--- src/tcp_pkg.sv ---
// Package for the 16-bit timer/counter/PWM block: register map, fields, resets.
// Assumes an AXI4-Lite slave with 32-bit data and one word per register.
package tcp_pkg;
    // ------------------------------------------------------------------
    // Register byte offsets
    // ------------------------------------------------------------------
    localparam logic [7:0] OFF_CTRL    = 8'h00;
    localparam logic [7:0] OFF_PERIOD  = 8'h04;
    localparam logic [7:0] OFF_CMP     = 8'h08;
    localparam logic [7:0] OFF_DEAD    = 8'h0c;
    localparam logic [7:0] OFF_COUNT   = 8'h10;
    localparam logic [7:0] OFF_CAPT    = 8'h14;
    localparam logic [7:0] OFF_STAT    = 8'h18;
    localparam logic [7:0] OFF_CLR     = 8'h1c;
    localparam logic [7:0] OFF_IEN     = 8'h20;
    localparam logic [7:0] OFF_CLKDIV  = 8'h24;
    // ------------------------------------------------------------------
    // Control fields
    // ------------------------------------------------------------------
    localparam int CTRL_RUN    = 0;
    localparam int CTRL_MODE_L = 1;  // 2 bits: run mode
    localparam int CTRL_CMP_L  = 3;  // 3 bits: comparator function
    localparam int CTRL_CSEL_L = 6;  // 2 bits: count clock source
    localparam int CTRL_COMP   = 8;  // exhausted pin carries complement
    localparam int CTRL_START  = 9;  // write 1: reload and start
    // Status / interrupt bit positions
    localparam int ST_EXH  = 0;
    localparam int ST_CMP  = 1;
    localparam int ST_CAP  = 2;
    // Reset values
    localparam logic [15:0] RST_PERIOD = 16'hffff;
    localparam logic [15:0] RST_CMP    = 16'h8000;
    localparam logic [7:0]  RST_DEAD   = 8'h00;
    localparam logic [15:0] RST_CLKDIV = 16'h0000;
    // AXI responses
    localparam logic [1:0] RESP_OKAY   = 2'b00;
    localparam logic [1:0] RESP_SLVERR = 2'b10;
    // Run modes
    typedef enum logic [1:0] {
        MODE_FREE = 2'd0,
        MODE_ONCE = 2'd1,
        MODE_GATE = 2'd2
    } tcp_mode_t;
    // Comparator functions
    typedef enum logic [2:0] {
        CMP_LT = 3'd0,
        CMP_LE = 3'd1,
        CMP_EQ = 3'd2,
        CMP_GE = 3'd3,
        CMP_GT = 3'd4
    } tcp_cmp_t;
    // Count clock sources
    typedef enum logic [1:0] {
        CSRC_SYS  = 2'd0,
        CSRC_DIV  = 2'd1,
        CSRC_EXT  = 2'd2
    } tcp_csrc_t;
endpackage

--- src/tcp_deadband.sv ---
// Complementary output pair with programmable dead time between edges.
// Assumes cnt_en pulses on CLK; dead time counts in count clocks.
`timescale 1ns/1ps
`default_nettype none
module tcp_deadband
#(
    parameter int DW = 8
)
(
    input  wire logic          clk,
    input  wire logic          resetn,
    input  wire logic          cnt_en,
    input  wire logic          pwm,
    input  wire logic [DW-1:0] dead,
    output logic               out_hi,
    output logic               out_lo
);
    logic [DW-1:0] gap_ff;
    logic          last_ff;
    // ------------------------------------------------------------------
    // Both outputs drop on any edge of pwm, and the new side waits out
    // the dead time so the pair is never active together
    // ------------------------------------------------------------------
    always_ff @(posedge clk)
    begin
        if (!resetn)
        begin
            gap_ff  <= '0;
            last_ff <= 1'b0;
            out_hi  <= 1'b0;
            out_lo  <= 1'b0;
        end
        else if (pwm != last_ff)
        begin
            last_ff <= pwm;
            gap_ff  <= dead;
            out_hi  <= 1'b0;
            out_lo  <= 1'b0;
        end
        else if (gap_ff != '0)
        begin
            if (cnt_en)
                gap_ff <= gap_ff - 1'b1;
        end
        else
        begin
            out_hi <= last_ff;
            out_lo <= ~last_ff;
        end
    end
endmodule
`default_nettype wire

--- src/tcp_edge.sv ---
// Two-flop synchroniser with rising-edge pulse, for routed pin inputs.
// Assumes input is asynchronous to CLK.
`timescale 1ns/1ps
`default_nettype none
module tcp_edge
(
    input  wire logic clk,
    input  wire logic resetn,
    input  wire logic din,
    output logic      level,
    output logic      rise
);
    logic s1_ff;
    logic s2_ff;
    logic s3_ff;
    // ------------------------------------------------------------------
    // Synchroniser; first flop feeds only the second
    // ------------------------------------------------------------------
    always_ff @(posedge clk)
    begin
        if (!resetn)
        begin
            s1_ff <= 1'b0;
            s2_ff <= 1'b0;
            s3_ff <= 1'b0;
        end
        else
        begin
            s1_ff <= din;
            s2_ff <= s1_ff;
            s3_ff <= s2_ff;
        end
    end
    assign level = s2_ff;
    assign rise  = s2_ff & ~s3_ff;
endmodule
`default_nettype wire

--- src/tcp_timer.sv ---
// Top of the 16-bit down-counting timer/counter/PWM with AXI4-Lite registers.
// Assumes routed inputs are asynchronous and pass a two-flop synchroniser.
`timescale 1ns/1ps
`default_nettype none
module tcp_timer
    import tcp_pkg::*;
#(
    parameter int CW = 16
)
(
    input  wire logic        CLK,
    input  wire logic        RESETN,
    // AXI4-Lite slave
    input  wire logic [7:0]  S_AXI_AWADDR,
    input  wire logic        S_AXI_AWVALID,
    output logic             S_AXI_AWREADY,
    input  wire logic [31:0] S_AXI_WDATA,
    input  wire logic [3:0]  S_AXI_WSTRB,
    input  wire logic        S_AXI_WVALID,
    output logic             S_AXI_WREADY,
    output logic [1:0]       S_AXI_BRESP,
    output logic             S_AXI_BVALID,
    input  wire logic        S_AXI_BREADY,
    input  wire logic [7:0]  S_AXI_ARADDR,
    input  wire logic        S_AXI_ARVALID,
    output logic             S_AXI_ARREADY,
    output logic [31:0]      S_AXI_RDATA,
    output logic [1:0]       S_AXI_RRESP,
    output logic             S_AXI_RVALID,
    input  wire logic        S_AXI_RREADY,
    // Routed control inputs
    input  wire logic        EXT_CLK,
    input  wire logic        ENABLE,
    input  wire logic        TIMER_RESET,
    input  wire logic        CAPTURE,
    input  wire logic        KILL,
    // Routed outputs
    output logic             CMP_OUT,
    output logic             COUNT_EXHAUSTED,
    output logic             PWM_HI,
    output logic             PWM_LO,
    output logic             IRQ
);
    import tcp_pkg::*;

    // ------------------------------------------------------------------
    // Register state
    // ------------------------------------------------------------------
    logic [31:0]   ctrl_ff;
    logic [CW-1:0] period_ff;
    logic [CW-1:0] cmp_ff;
    logic [7:0]    dead_ff;
    logic [15:0]   clkdiv_ff;
    logic [CW-1:0] count_ff;
    logic [CW-1:0] capt_ff;
    logic [2:0]    stat_ff;
    logic [2:0]    ien_ff;
    logic          start_ff;
    logic          stop_ff;
    logic [15:0]   div_cnt_ff;
    logic          div_tick_ff;

    // AXI handshake state
    logic          aw_ff;
    logic [7:0]    awaddr_ff;
    logic          w_ff;
    logic [31:0]   wdata_ff;
    logic [3:0]    wstrb_ff;

    // Synchronised inputs
    logic en_lvl;
    logic rst_rise;
    logic cap_rise;
    logic kill_lvl;
    logic ext_rise;

    tcp_edge u_en  (.clk(CLK), .resetn(RESETN), .din(ENABLE),      .level(en_lvl),  .rise());
    tcp_edge u_rst (.clk(CLK), .resetn(RESETN), .din(TIMER_RESET), .level(),        .rise(rst_rise));
    tcp_edge u_cap (.clk(CLK), .resetn(RESETN), .din(CAPTURE),     .level(),        .rise(cap_rise));
    tcp_edge u_kil (.clk(CLK), .resetn(RESETN), .din(KILL),        .level(kill_lvl), .rise());
    tcp_edge u_ext (.clk(CLK), .resetn(RESETN), .din(EXT_CLK),     .level(),        .rise(ext_rise));

    // ------------------------------------------------------------------
    // Field views
    // ------------------------------------------------------------------
    logic       run;
    tcp_mode_t  mode;
    tcp_cmp_t   cmp_sel;
    tcp_csrc_t  csel;
    assign run     = ctrl_ff[CTRL_RUN];
    assign mode    = tcp_mode_t'(ctrl_ff[CTRL_MODE_L +: 2]);
    assign cmp_sel = tcp_cmp_t'(ctrl_ff[CTRL_CMP_L +: 3]);
    assign csel    = tcp_csrc_t'(ctrl_ff[CTRL_CSEL_L +: 2]);

    // Comparator function; unknown codes read as false
    function automatic logic cmp_fn(input tcp_cmp_t f, input logic [CW-1:0] c,
                                    input logic [CW-1:0] v);
        case (f)
            CMP_LT:  cmp_fn = c <  v;
            CMP_LE:  cmp_fn = c <= v;
            CMP_EQ:  cmp_fn = c == v;
            CMP_GE:  cmp_fn = c >= v;
            CMP_GT:  cmp_fn = c >  v;
            default: cmp_fn = 1'b0;
        endcase
    endfunction

    // Write strobe merge for one register word
    function automatic logic [31:0] merge(input logic [31:0] old, input logic [31:0] nw,
                                          input logic [3:0] be);
        for (int i = 0; i < 4; i++)
            merge[8*i +: 8] = be[i] ? nw[8*i +: 8] : old[8*i +: 8];
    endfunction

    // ------------------------------------------------------------------
    // AXI write path: address and data taken in either order
    // ------------------------------------------------------------------
    logic wr_go;
    assign wr_go = aw_ff && w_ff && !S_AXI_BVALID;

    always_ff @(posedge CLK)
    begin
        if (!RESETN)
        begin
            aw_ff         <= 1'b0;
            w_ff          <= 1'b0;
            awaddr_ff     <= '0;
            wdata_ff      <= '0;
            wstrb_ff      <= '0;
            S_AXI_AWREADY <= 1'b0;
            S_AXI_WREADY  <= 1'b0;
            S_AXI_BVALID  <= 1'b0;
            S_AXI_BRESP   <= RESP_OKAY;
        end
        else
        begin
            S_AXI_AWREADY <= !aw_ff && !S_AXI_AWREADY && S_AXI_AWVALID;
            S_AXI_WREADY  <= !w_ff && !S_AXI_WREADY && S_AXI_WVALID;
            if (S_AXI_AWVALID && S_AXI_AWREADY)
            begin
                aw_ff     <= 1'b1;
                awaddr_ff <= S_AXI_AWADDR;
            end
            if (S_AXI_WVALID && S_AXI_WREADY)
            begin
                w_ff     <= 1'b1;
                wdata_ff <= S_AXI_WDATA;
                wstrb_ff <= S_AXI_WSTRB;
            end
            if (wr_go)
            begin
                aw_ff        <= 1'b0;
                w_ff         <= 1'b0;
                S_AXI_BVALID <= 1'b1;
                S_AXI_BRESP  <= (awaddr_ff > OFF_CLKDIV || awaddr_ff[1:0] != 2'b00
                                 || awaddr_ff == OFF_COUNT || awaddr_ff == OFF_CAPT
                                 || awaddr_ff == OFF_STAT) ? RESP_SLVERR : RESP_OKAY;
            end
            else if (S_AXI_BVALID && S_AXI_BREADY)
                S_AXI_BVALID <= 1'b0;
        end
    end

    // ------------------------------------------------------------------
    // Configuration registers written by software
    // ------------------------------------------------------------------
    logic [31:0] ctrl_new;
    assign ctrl_new = merge(ctrl_ff, wdata_ff, wstrb_ff);

    always_ff @(posedge CLK)
    begin
        if (!RESETN)
        begin
            ctrl_ff   <= '0;
            period_ff <= RST_PERIOD;
            cmp_ff    <= RST_CMP;
            dead_ff   <= RST_DEAD;
            clkdiv_ff <= RST_CLKDIV;
            ien_ff    <= '0;
            start_ff  <= 1'b0;
        end
        else
        begin
            start_ff <= 1'b0;
            if (wr_go)
            begin
                unique case (awaddr_ff)
                    OFF_CTRL:
                    begin
                        ctrl_ff  <= {22'h0, 1'b0, ctrl_new[8:0]};
                        start_ff <= ctrl_new[CTRL_START];
                    end
                    OFF_PERIOD: period_ff <= CW'(merge({16'h0000, period_ff}, wdata_ff, wstrb_ff));
                    OFF_CMP:    cmp_ff    <= CW'(merge({16'h0000, cmp_ff}, wdata_ff, wstrb_ff));
                    OFF_DEAD:   dead_ff   <= 8'(merge({24'h000000, dead_ff}, wdata_ff, wstrb_ff));
                    OFF_IEN:    ien_ff    <= 3'(merge({29'h0, ien_ff}, wdata_ff, wstrb_ff));
                    OFF_CLKDIV: clkdiv_ff <= 16'(merge({16'h0000, clkdiv_ff}, wdata_ff, wstrb_ff));
                    default: ;
                endcase
            end
        end
    end

    // ------------------------------------------------------------------
    // Count clock enable: system, divided, or routed edge
    // ------------------------------------------------------------------
    always_ff @(posedge CLK)
    begin
        if (!RESETN)
        begin
            div_cnt_ff  <= '0;
            div_tick_ff <= 1'b0;
        end
        else
        begin
            div_tick_ff <= (div_cnt_ff == '0);
            div_cnt_ff  <= (div_cnt_ff == '0) ? clkdiv_ff : div_cnt_ff - 16'h0001;
        end
    end

    logic cnt_en;
    always_comb
    begin
        unique case (csel)
            CSRC_SYS: cnt_en = 1'b1;
            CSRC_DIV: cnt_en = div_tick_ff;
            CSRC_EXT: cnt_en = ext_rise;
            default:  cnt_en = 1'b0;
        endcase
    end

    // ------------------------------------------------------------------
    // Down counter
    // ------------------------------------------------------------------
    logic step;
    logic exhaust;
    assign step    = run && !stop_ff && cnt_en
                     && (mode != MODE_GATE || en_lvl);
    assign exhaust = step && (count_ff == '0);

    always_ff @(posedge CLK)
    begin
        if (!RESETN)
        begin
            count_ff <= RST_PERIOD;
            stop_ff  <= 1'b0;
        end
        else if (start_ff || rst_rise)
        begin
            count_ff <= period_ff;
            stop_ff  <= 1'b0;
        end
        else if (exhaust)
        begin
            count_ff <= period_ff;
            stop_ff  <= (mode == MODE_ONCE);
        end
        else if (step)
            count_ff <= count_ff - 1'b1;
    end

    // Capture of the live count on a routed edge
    always_ff @(posedge CLK)
    begin
        if (!RESETN)
            capt_ff <= '0;
        else if (cap_rise)
            capt_ff <= count_ff;
    end

    // ------------------------------------------------------------------
    // Outputs; kill forces comparator-driven outputs low
    // ------------------------------------------------------------------
    logic cmp_true;
    assign cmp_true = run && cmp_fn(cmp_sel, count_ff, cmp_ff);

    always_ff @(posedge CLK)
    begin
        if (!RESETN)
        begin
            CMP_OUT         <= 1'b0;
            COUNT_EXHAUSTED <= 1'b0;
        end
        else
        begin
            CMP_OUT <= cmp_true && !kill_lvl;
            if (ctrl_ff[CTRL_COMP])
                COUNT_EXHAUSTED <= !cmp_true && run && !kill_lvl;
            else
                COUNT_EXHAUSTED <= exhaust;
        end
    end

    logic db_hi;
    logic db_lo;
    tcp_deadband #(.DW(8)) u_db (
        .clk    (CLK),
        .resetn (RESETN),
        .cnt_en (cnt_en),
        .pwm    (cmp_true),
        .dead   (dead_ff),
        .out_hi (db_hi),
        .out_lo (db_lo)
    );

    always_ff @(posedge CLK)
    begin
        if (!RESETN)
        begin
            PWM_HI <= 1'b0;
            PWM_LO <= 1'b0;
        end
        else
        begin
            PWM_HI <= db_hi && run && !kill_lvl;
            PWM_LO <= db_lo && run && !kill_lvl;
        end
    end

    // ------------------------------------------------------------------
    // Sticky status and interrupt; a new event beats a clear
    // ------------------------------------------------------------------
    logic [2:0] events;
    logic       cmp_d_ff;
    logic [2:0] clr;
    assign events = {cap_rise, cmp_true && !cmp_d_ff, exhaust};
    assign clr    = (wr_go && awaddr_ff == OFF_CLR && wstrb_ff[0]) ? wdata_ff[2:0] : 3'b000;

    always_ff @(posedge CLK)
    begin
        if (!RESETN)
        begin
            stat_ff  <= '0;
            cmp_d_ff <= 1'b0;
            IRQ      <= 1'b0;
        end
        else
        begin
            cmp_d_ff <= cmp_true;
            stat_ff  <= (stat_ff & ~clr) | events;
            IRQ      <= |(((stat_ff & ~clr) | events) & ien_ff);
        end
    end

    // ------------------------------------------------------------------
    // AXI read path; live count readable at any time
    // ------------------------------------------------------------------
    always_ff @(posedge CLK)
    begin
        if (!RESETN)
        begin
            S_AXI_ARREADY <= 1'b0;
            S_AXI_RVALID  <= 1'b0;
            S_AXI_RDATA   <= '0;
            S_AXI_RRESP   <= RESP_OKAY;
        end
        else
        begin
            S_AXI_ARREADY <= !S_AXI_ARREADY && !S_AXI_RVALID && S_AXI_ARVALID;
            if (S_AXI_ARVALID && S_AXI_ARREADY)
            begin
                S_AXI_RVALID <= 1'b1;
                S_AXI_RRESP  <= RESP_OKAY;
                unique case (S_AXI_ARADDR)
                    OFF_CTRL:   S_AXI_RDATA <= ctrl_ff;
                    OFF_PERIOD: S_AXI_RDATA <= {16'h0000, period_ff};
                    OFF_CMP:    S_AXI_RDATA <= {16'h0000, cmp_ff};
                    OFF_DEAD:   S_AXI_RDATA <= {24'h000000, dead_ff};
                    OFF_COUNT:  S_AXI_RDATA <= {16'h0000, count_ff};
                    OFF_CAPT:   S_AXI_RDATA <= {16'h0000, capt_ff};
                    OFF_STAT:   S_AXI_RDATA <= {29'h0, stat_ff};
                    OFF_CLR:    S_AXI_RDATA <= '0;
                    OFF_IEN:    S_AXI_RDATA <= {29'h0, ien_ff};
                    OFF_CLKDIV: S_AXI_RDATA <= {16'h0000, clkdiv_ff};
                    default:
                    begin
                        S_AXI_RDATA <= '0;
                        S_AXI_RRESP <= RESP_SLVERR;
                    end
                endcase
            end
            else if (S_AXI_RVALID && S_AXI_RREADY)
                S_AXI_RVALID <= 1'b0;
        end
    end
endmodule
`default_nettype wire

--- config.mk ---
export PLATFORM = sky130hd
export DESIGN_NAME = tcp_timer
export DESIGN_NICKNAME = d
export VERILOG_FILES = /design/src/tcp_pkg.sv /design/src/tcp_deadband.sv /design/src/tcp_edge.sv /design/src/tcp_timer.sv
export SDC_FILE = /design/constraint.sdc
export NUM_CORES = 1
export LEC_CHECK = 0
export BUFFER_PORTS_ARGS = -buffer_cell sky130_fd_sc_hd__buf_2
export CAP_MARGIN = 10
export CORE_MARGIN = 8
export CORE_UTILIZATION = 58
export DETAILED_ROUTE_END_ITERATION = 10
export GPL_TIMING_DRIVEN = 0
export PLACE_DENSITY = 0.86
export SETUP_SLACK_MARGIN = 0.5
export SLEW_MARGIN = 5
export SYNTH_ARGS = -nofsm -noshare
export SYNTH_HDL_FRONTEND = slang
export SYNTH_SLANG_ARGS = --single-unit
--- constraint.sdc ---
create_clock -name CLK -period 3.7 [get_ports CLK]
set_clock_uncertainty 0.15 [all_clocks]
set_input_delay 0.74 -clock CLK [delete_from_list [all_inputs] [get_ports CLK]]
set_output_delay 0.74 -clock CLK [all_outputs]
set_load 0.02 [all_outputs]
==> results.toml <==
[clocking]
clk-insertion-delay-late_ns = 0.51
cts_root_buffer = "clkbuf_16"
cts.sink_count = 203
post_cts_hold_buffer_count = 0
path_clk_slew_ns = 0.06
max_root_sink_buffers = 3
tritoncts = "done"
htreeDepth = 1
numCtsBuffers = 21

[synth]
async_flop_share = 0
post_synth_inst_count = 1108
yosys.area.top_type = "dfxtp_1"
synthTopCellsByArea = "dfxtp_1 44%, nand2_1 7.9%, a21oi_1 5.6%"
area_share_of_the_leading_cell_type_in_the_synthesized_netlist = 0.440
ys_warn_count = 0
ys_ff_latch = 203
synth_seq_area_share = 0.440
ys.flop_type = "dfxtp_1"
synth_edf_count = 0
synthesis.area_um2 = 9230
post_synth.cell_area_avg_um2 = 8.33
yosys.cell_types.count = 73

[cells_and_area]
finish.net_count = 1308
number_of_antenna_diodes = 0
post-route-cell-area_um2 = 10700
fillers = 1309
drive_gt1_frac = 0.126
sequential_cell_area_um2 = 4060
final_common_cell = "dfxtp_1"
synthToLayoutAreaGrowth_pct = 15.6
mostFrequentLayoutCells = "203 x dfxtp_1, 194 x nand2_1, 103 x a21oi_1"
layout.core_utilization = 0.679
multi_input_area_um2 = 4730

[floorplan]
fp.dieH_um = 142
die-width_um = 142
initial_cell_density_of_the_core = 0.587
std_cell_rows = 46
top_level_ports = 110
fp.coreArea_um2 = 15700
floorplan.die_area_um2 = 20200

[placement]
port_buffers = 73
globalplace.congestion = 0.964
post_dp_cell_area_um2 = 9930
place_hpwl_um = 21200

[global_routing]
antenna_found_initial = 0
grt_first_pass_wirelength_um = 44700
grt-ovfl-total = 0
number_of_global_route_vias_before_repair = 8376
grt_start_max_net_pins = 17
globalRouteTotalUtil = 0.280

[detailed_routing]
route.detailed.vias_per_inst = 6.11
totalWireLength_um = 28600
vias = 8887
detailedRoute.firstIterationViolations = 977
post-route-drc-count = 0
firstDrtPassIters = 8
detail-route-antenna-nets = 0
routedWlPerCell_um = 19.7

[critical_path]
worstPathRequired_ns = 3.95
critPathMaxFanout = 8
cp-start-kind = "flip-flop"
worstPathArrival_ns = 3.36
crit_end_category = "flip-flop"
timing_worst_setup_path_type = "reg -> reg"

[power_and_ir_drop]
ir_drop_v = 0.000429
power-per-cell-area_nw_per_um2 = 527
leakagePower_nw = 4.34

[sta]
timing.final.crit_share = 0.839
finalSetupViolations = 0
final_max_slew_violation_count = 0
fin_crit_ns = 3.11
hold_viol_final = 0
totalNegativeSetupSlack_ns = 0
grt_setup_unrepaired = "false"
slew_headroom = 0.319
maxClockFrequency_ghz = 0.322
timing_worst_slew_pin_value_ns = 1.01

[min_path]
worstHoldPathType = "reg -> reg"

[flow_run]
max_cap_viol_count = 0

[outcome]
outcome = "completed"
-- synth_stat cells, types with 4 or more instances --
cell type,count
a211oi_1,15
a21oi_1,103
a221oi_1,20
a222oi_1,9
a22o_1,8
a22oi_1,9
a311oi_1,7
and2_1,20
and3_1,6
buf_4,20
clkbuf_1,57
dfxtp_1,203
ha_1,20
inv_1,30
mux2i_1,42
nand2_1,194
nand2b_1,10
nand3_1,48
nand3b_1,4
nand4_1,16
nor2_1,90
nor2b_1,8
nor3_1,27
nor4_1,5
o211ai_1,6
o21ai_0,31
or2_2,4
or3_1,7
xnor2_1,9
xor2_1,11
-- registers in the layout, indices dropped and copies added, names as in the netlist, 8 cells and up --
| name | count |
|---|---|
| capt_ff | 16 |
| clkdiv_ff | 16 |
| period_ff | 16 |
| S_AXI_RDATA | 16 |
| u_db.gap_ff | 8 |
| count_ff | 16 |
| awaddr_ff | 8 |
| cmp_ff | 16 |
| div_cnt_ff | 16 |
| ctrl_ff | 9 |
| wdata_ff | 16 |
| dead_ff | 8 |
-- logic make-up (layout without fill, tap and decap cells) --
kind of cell	after synthesis	in the layout	synth area share
AOI/OAI and AO/OA	246	246	0.175
xor gates and xnor gates	20	20	0.0190
adders and majority gates	20	20	0.0271
buffers and inverters	113	226	0.0553
DFF	203	203	0.440
muxes	45	45	0.0495
other	1	18	0.000406
and+or+nand+nor	460	460	0.233
-- metal layers --
metal  vias to the layer above  track usage  wire, µm
met5                         -            0         0
met3                       125       0.0517      2650
met1                      4149        0.353     11600
met4                         0        0.144      1590
li1                       4116            -         -
met2                       497        0.448     12800
-- area by class of cell --
class / count / area share
repair buffers: 76 / 0.0364
flip-flops and latches: 203 / 0.381
inverters: 31 / 0.0109
well taps: 216 / 0.0253
clock inverters: 10 / 0.0115
multi-input cells: 809 / 0.443
clock buffers: 27 / 0.0551
plain buffers: 82 / 0.0371
-- timing repair --
action | in CTS | in global routing
buffers inserted | 0 | 3
setup endpoints to repair | 0 | 7
resized for setup | 0 | 3
-- final timing paths --
kind           startpoint              to  slack [ns]  cells after the start
max          count_ff[14]  u_db.gap_ff[2]        0.59                      9
min           u_kil.level         CMP_OUT        0.29                      1
max reg2reg  count_ff[14]  u_db.gap_ff[2]        0.59                      9
min reg2reg   u_kil.level         CMP_OUT        0.29                      1
-- metrics by stage --
| stage | cells | setup slack (ns) | power [mW] | hold WS (ns) |
|---|---|---|---|---|
| after floorplan | 1125 | 1.00 | 3.21 | 0.252 |
| after global placement | 1414 | 0.508 | 3.41 | 0.266 |
| after detailed placement | 1414 | 0.476 | 3.45 | 0.271 |
| after CTS | 1451 | 0.616 | 5.61 | 0.285 |
| after global routing | 1454 | 0.488 | 5.83 | 0.289 |
| final | 1454 | 0.595 | 5.63 | 0.285 |
-- power breakdown --
group	internal, mW	leakage (nW)	switching, mW
Clock	1.27	0.340	0.906
Combinational	0.405	2.35	0.554
Sequential	2.34	1.65	0.147
Total	4.02	4.34	1.61
-- critical path: stages (launching register included) --
cell and delay [ns]:
dfxtp_1 0.41, ha_1 0.39, nand4_2 0.18, or4_4 0.63, a31o_1 0.27, mux2i_1 0.13, mux2i_2 0.31, buf_4 0.18
a21oi_1 0.06, a311oi_1 0.29
No activity file was read; power rests on OpenSTA's default activity.
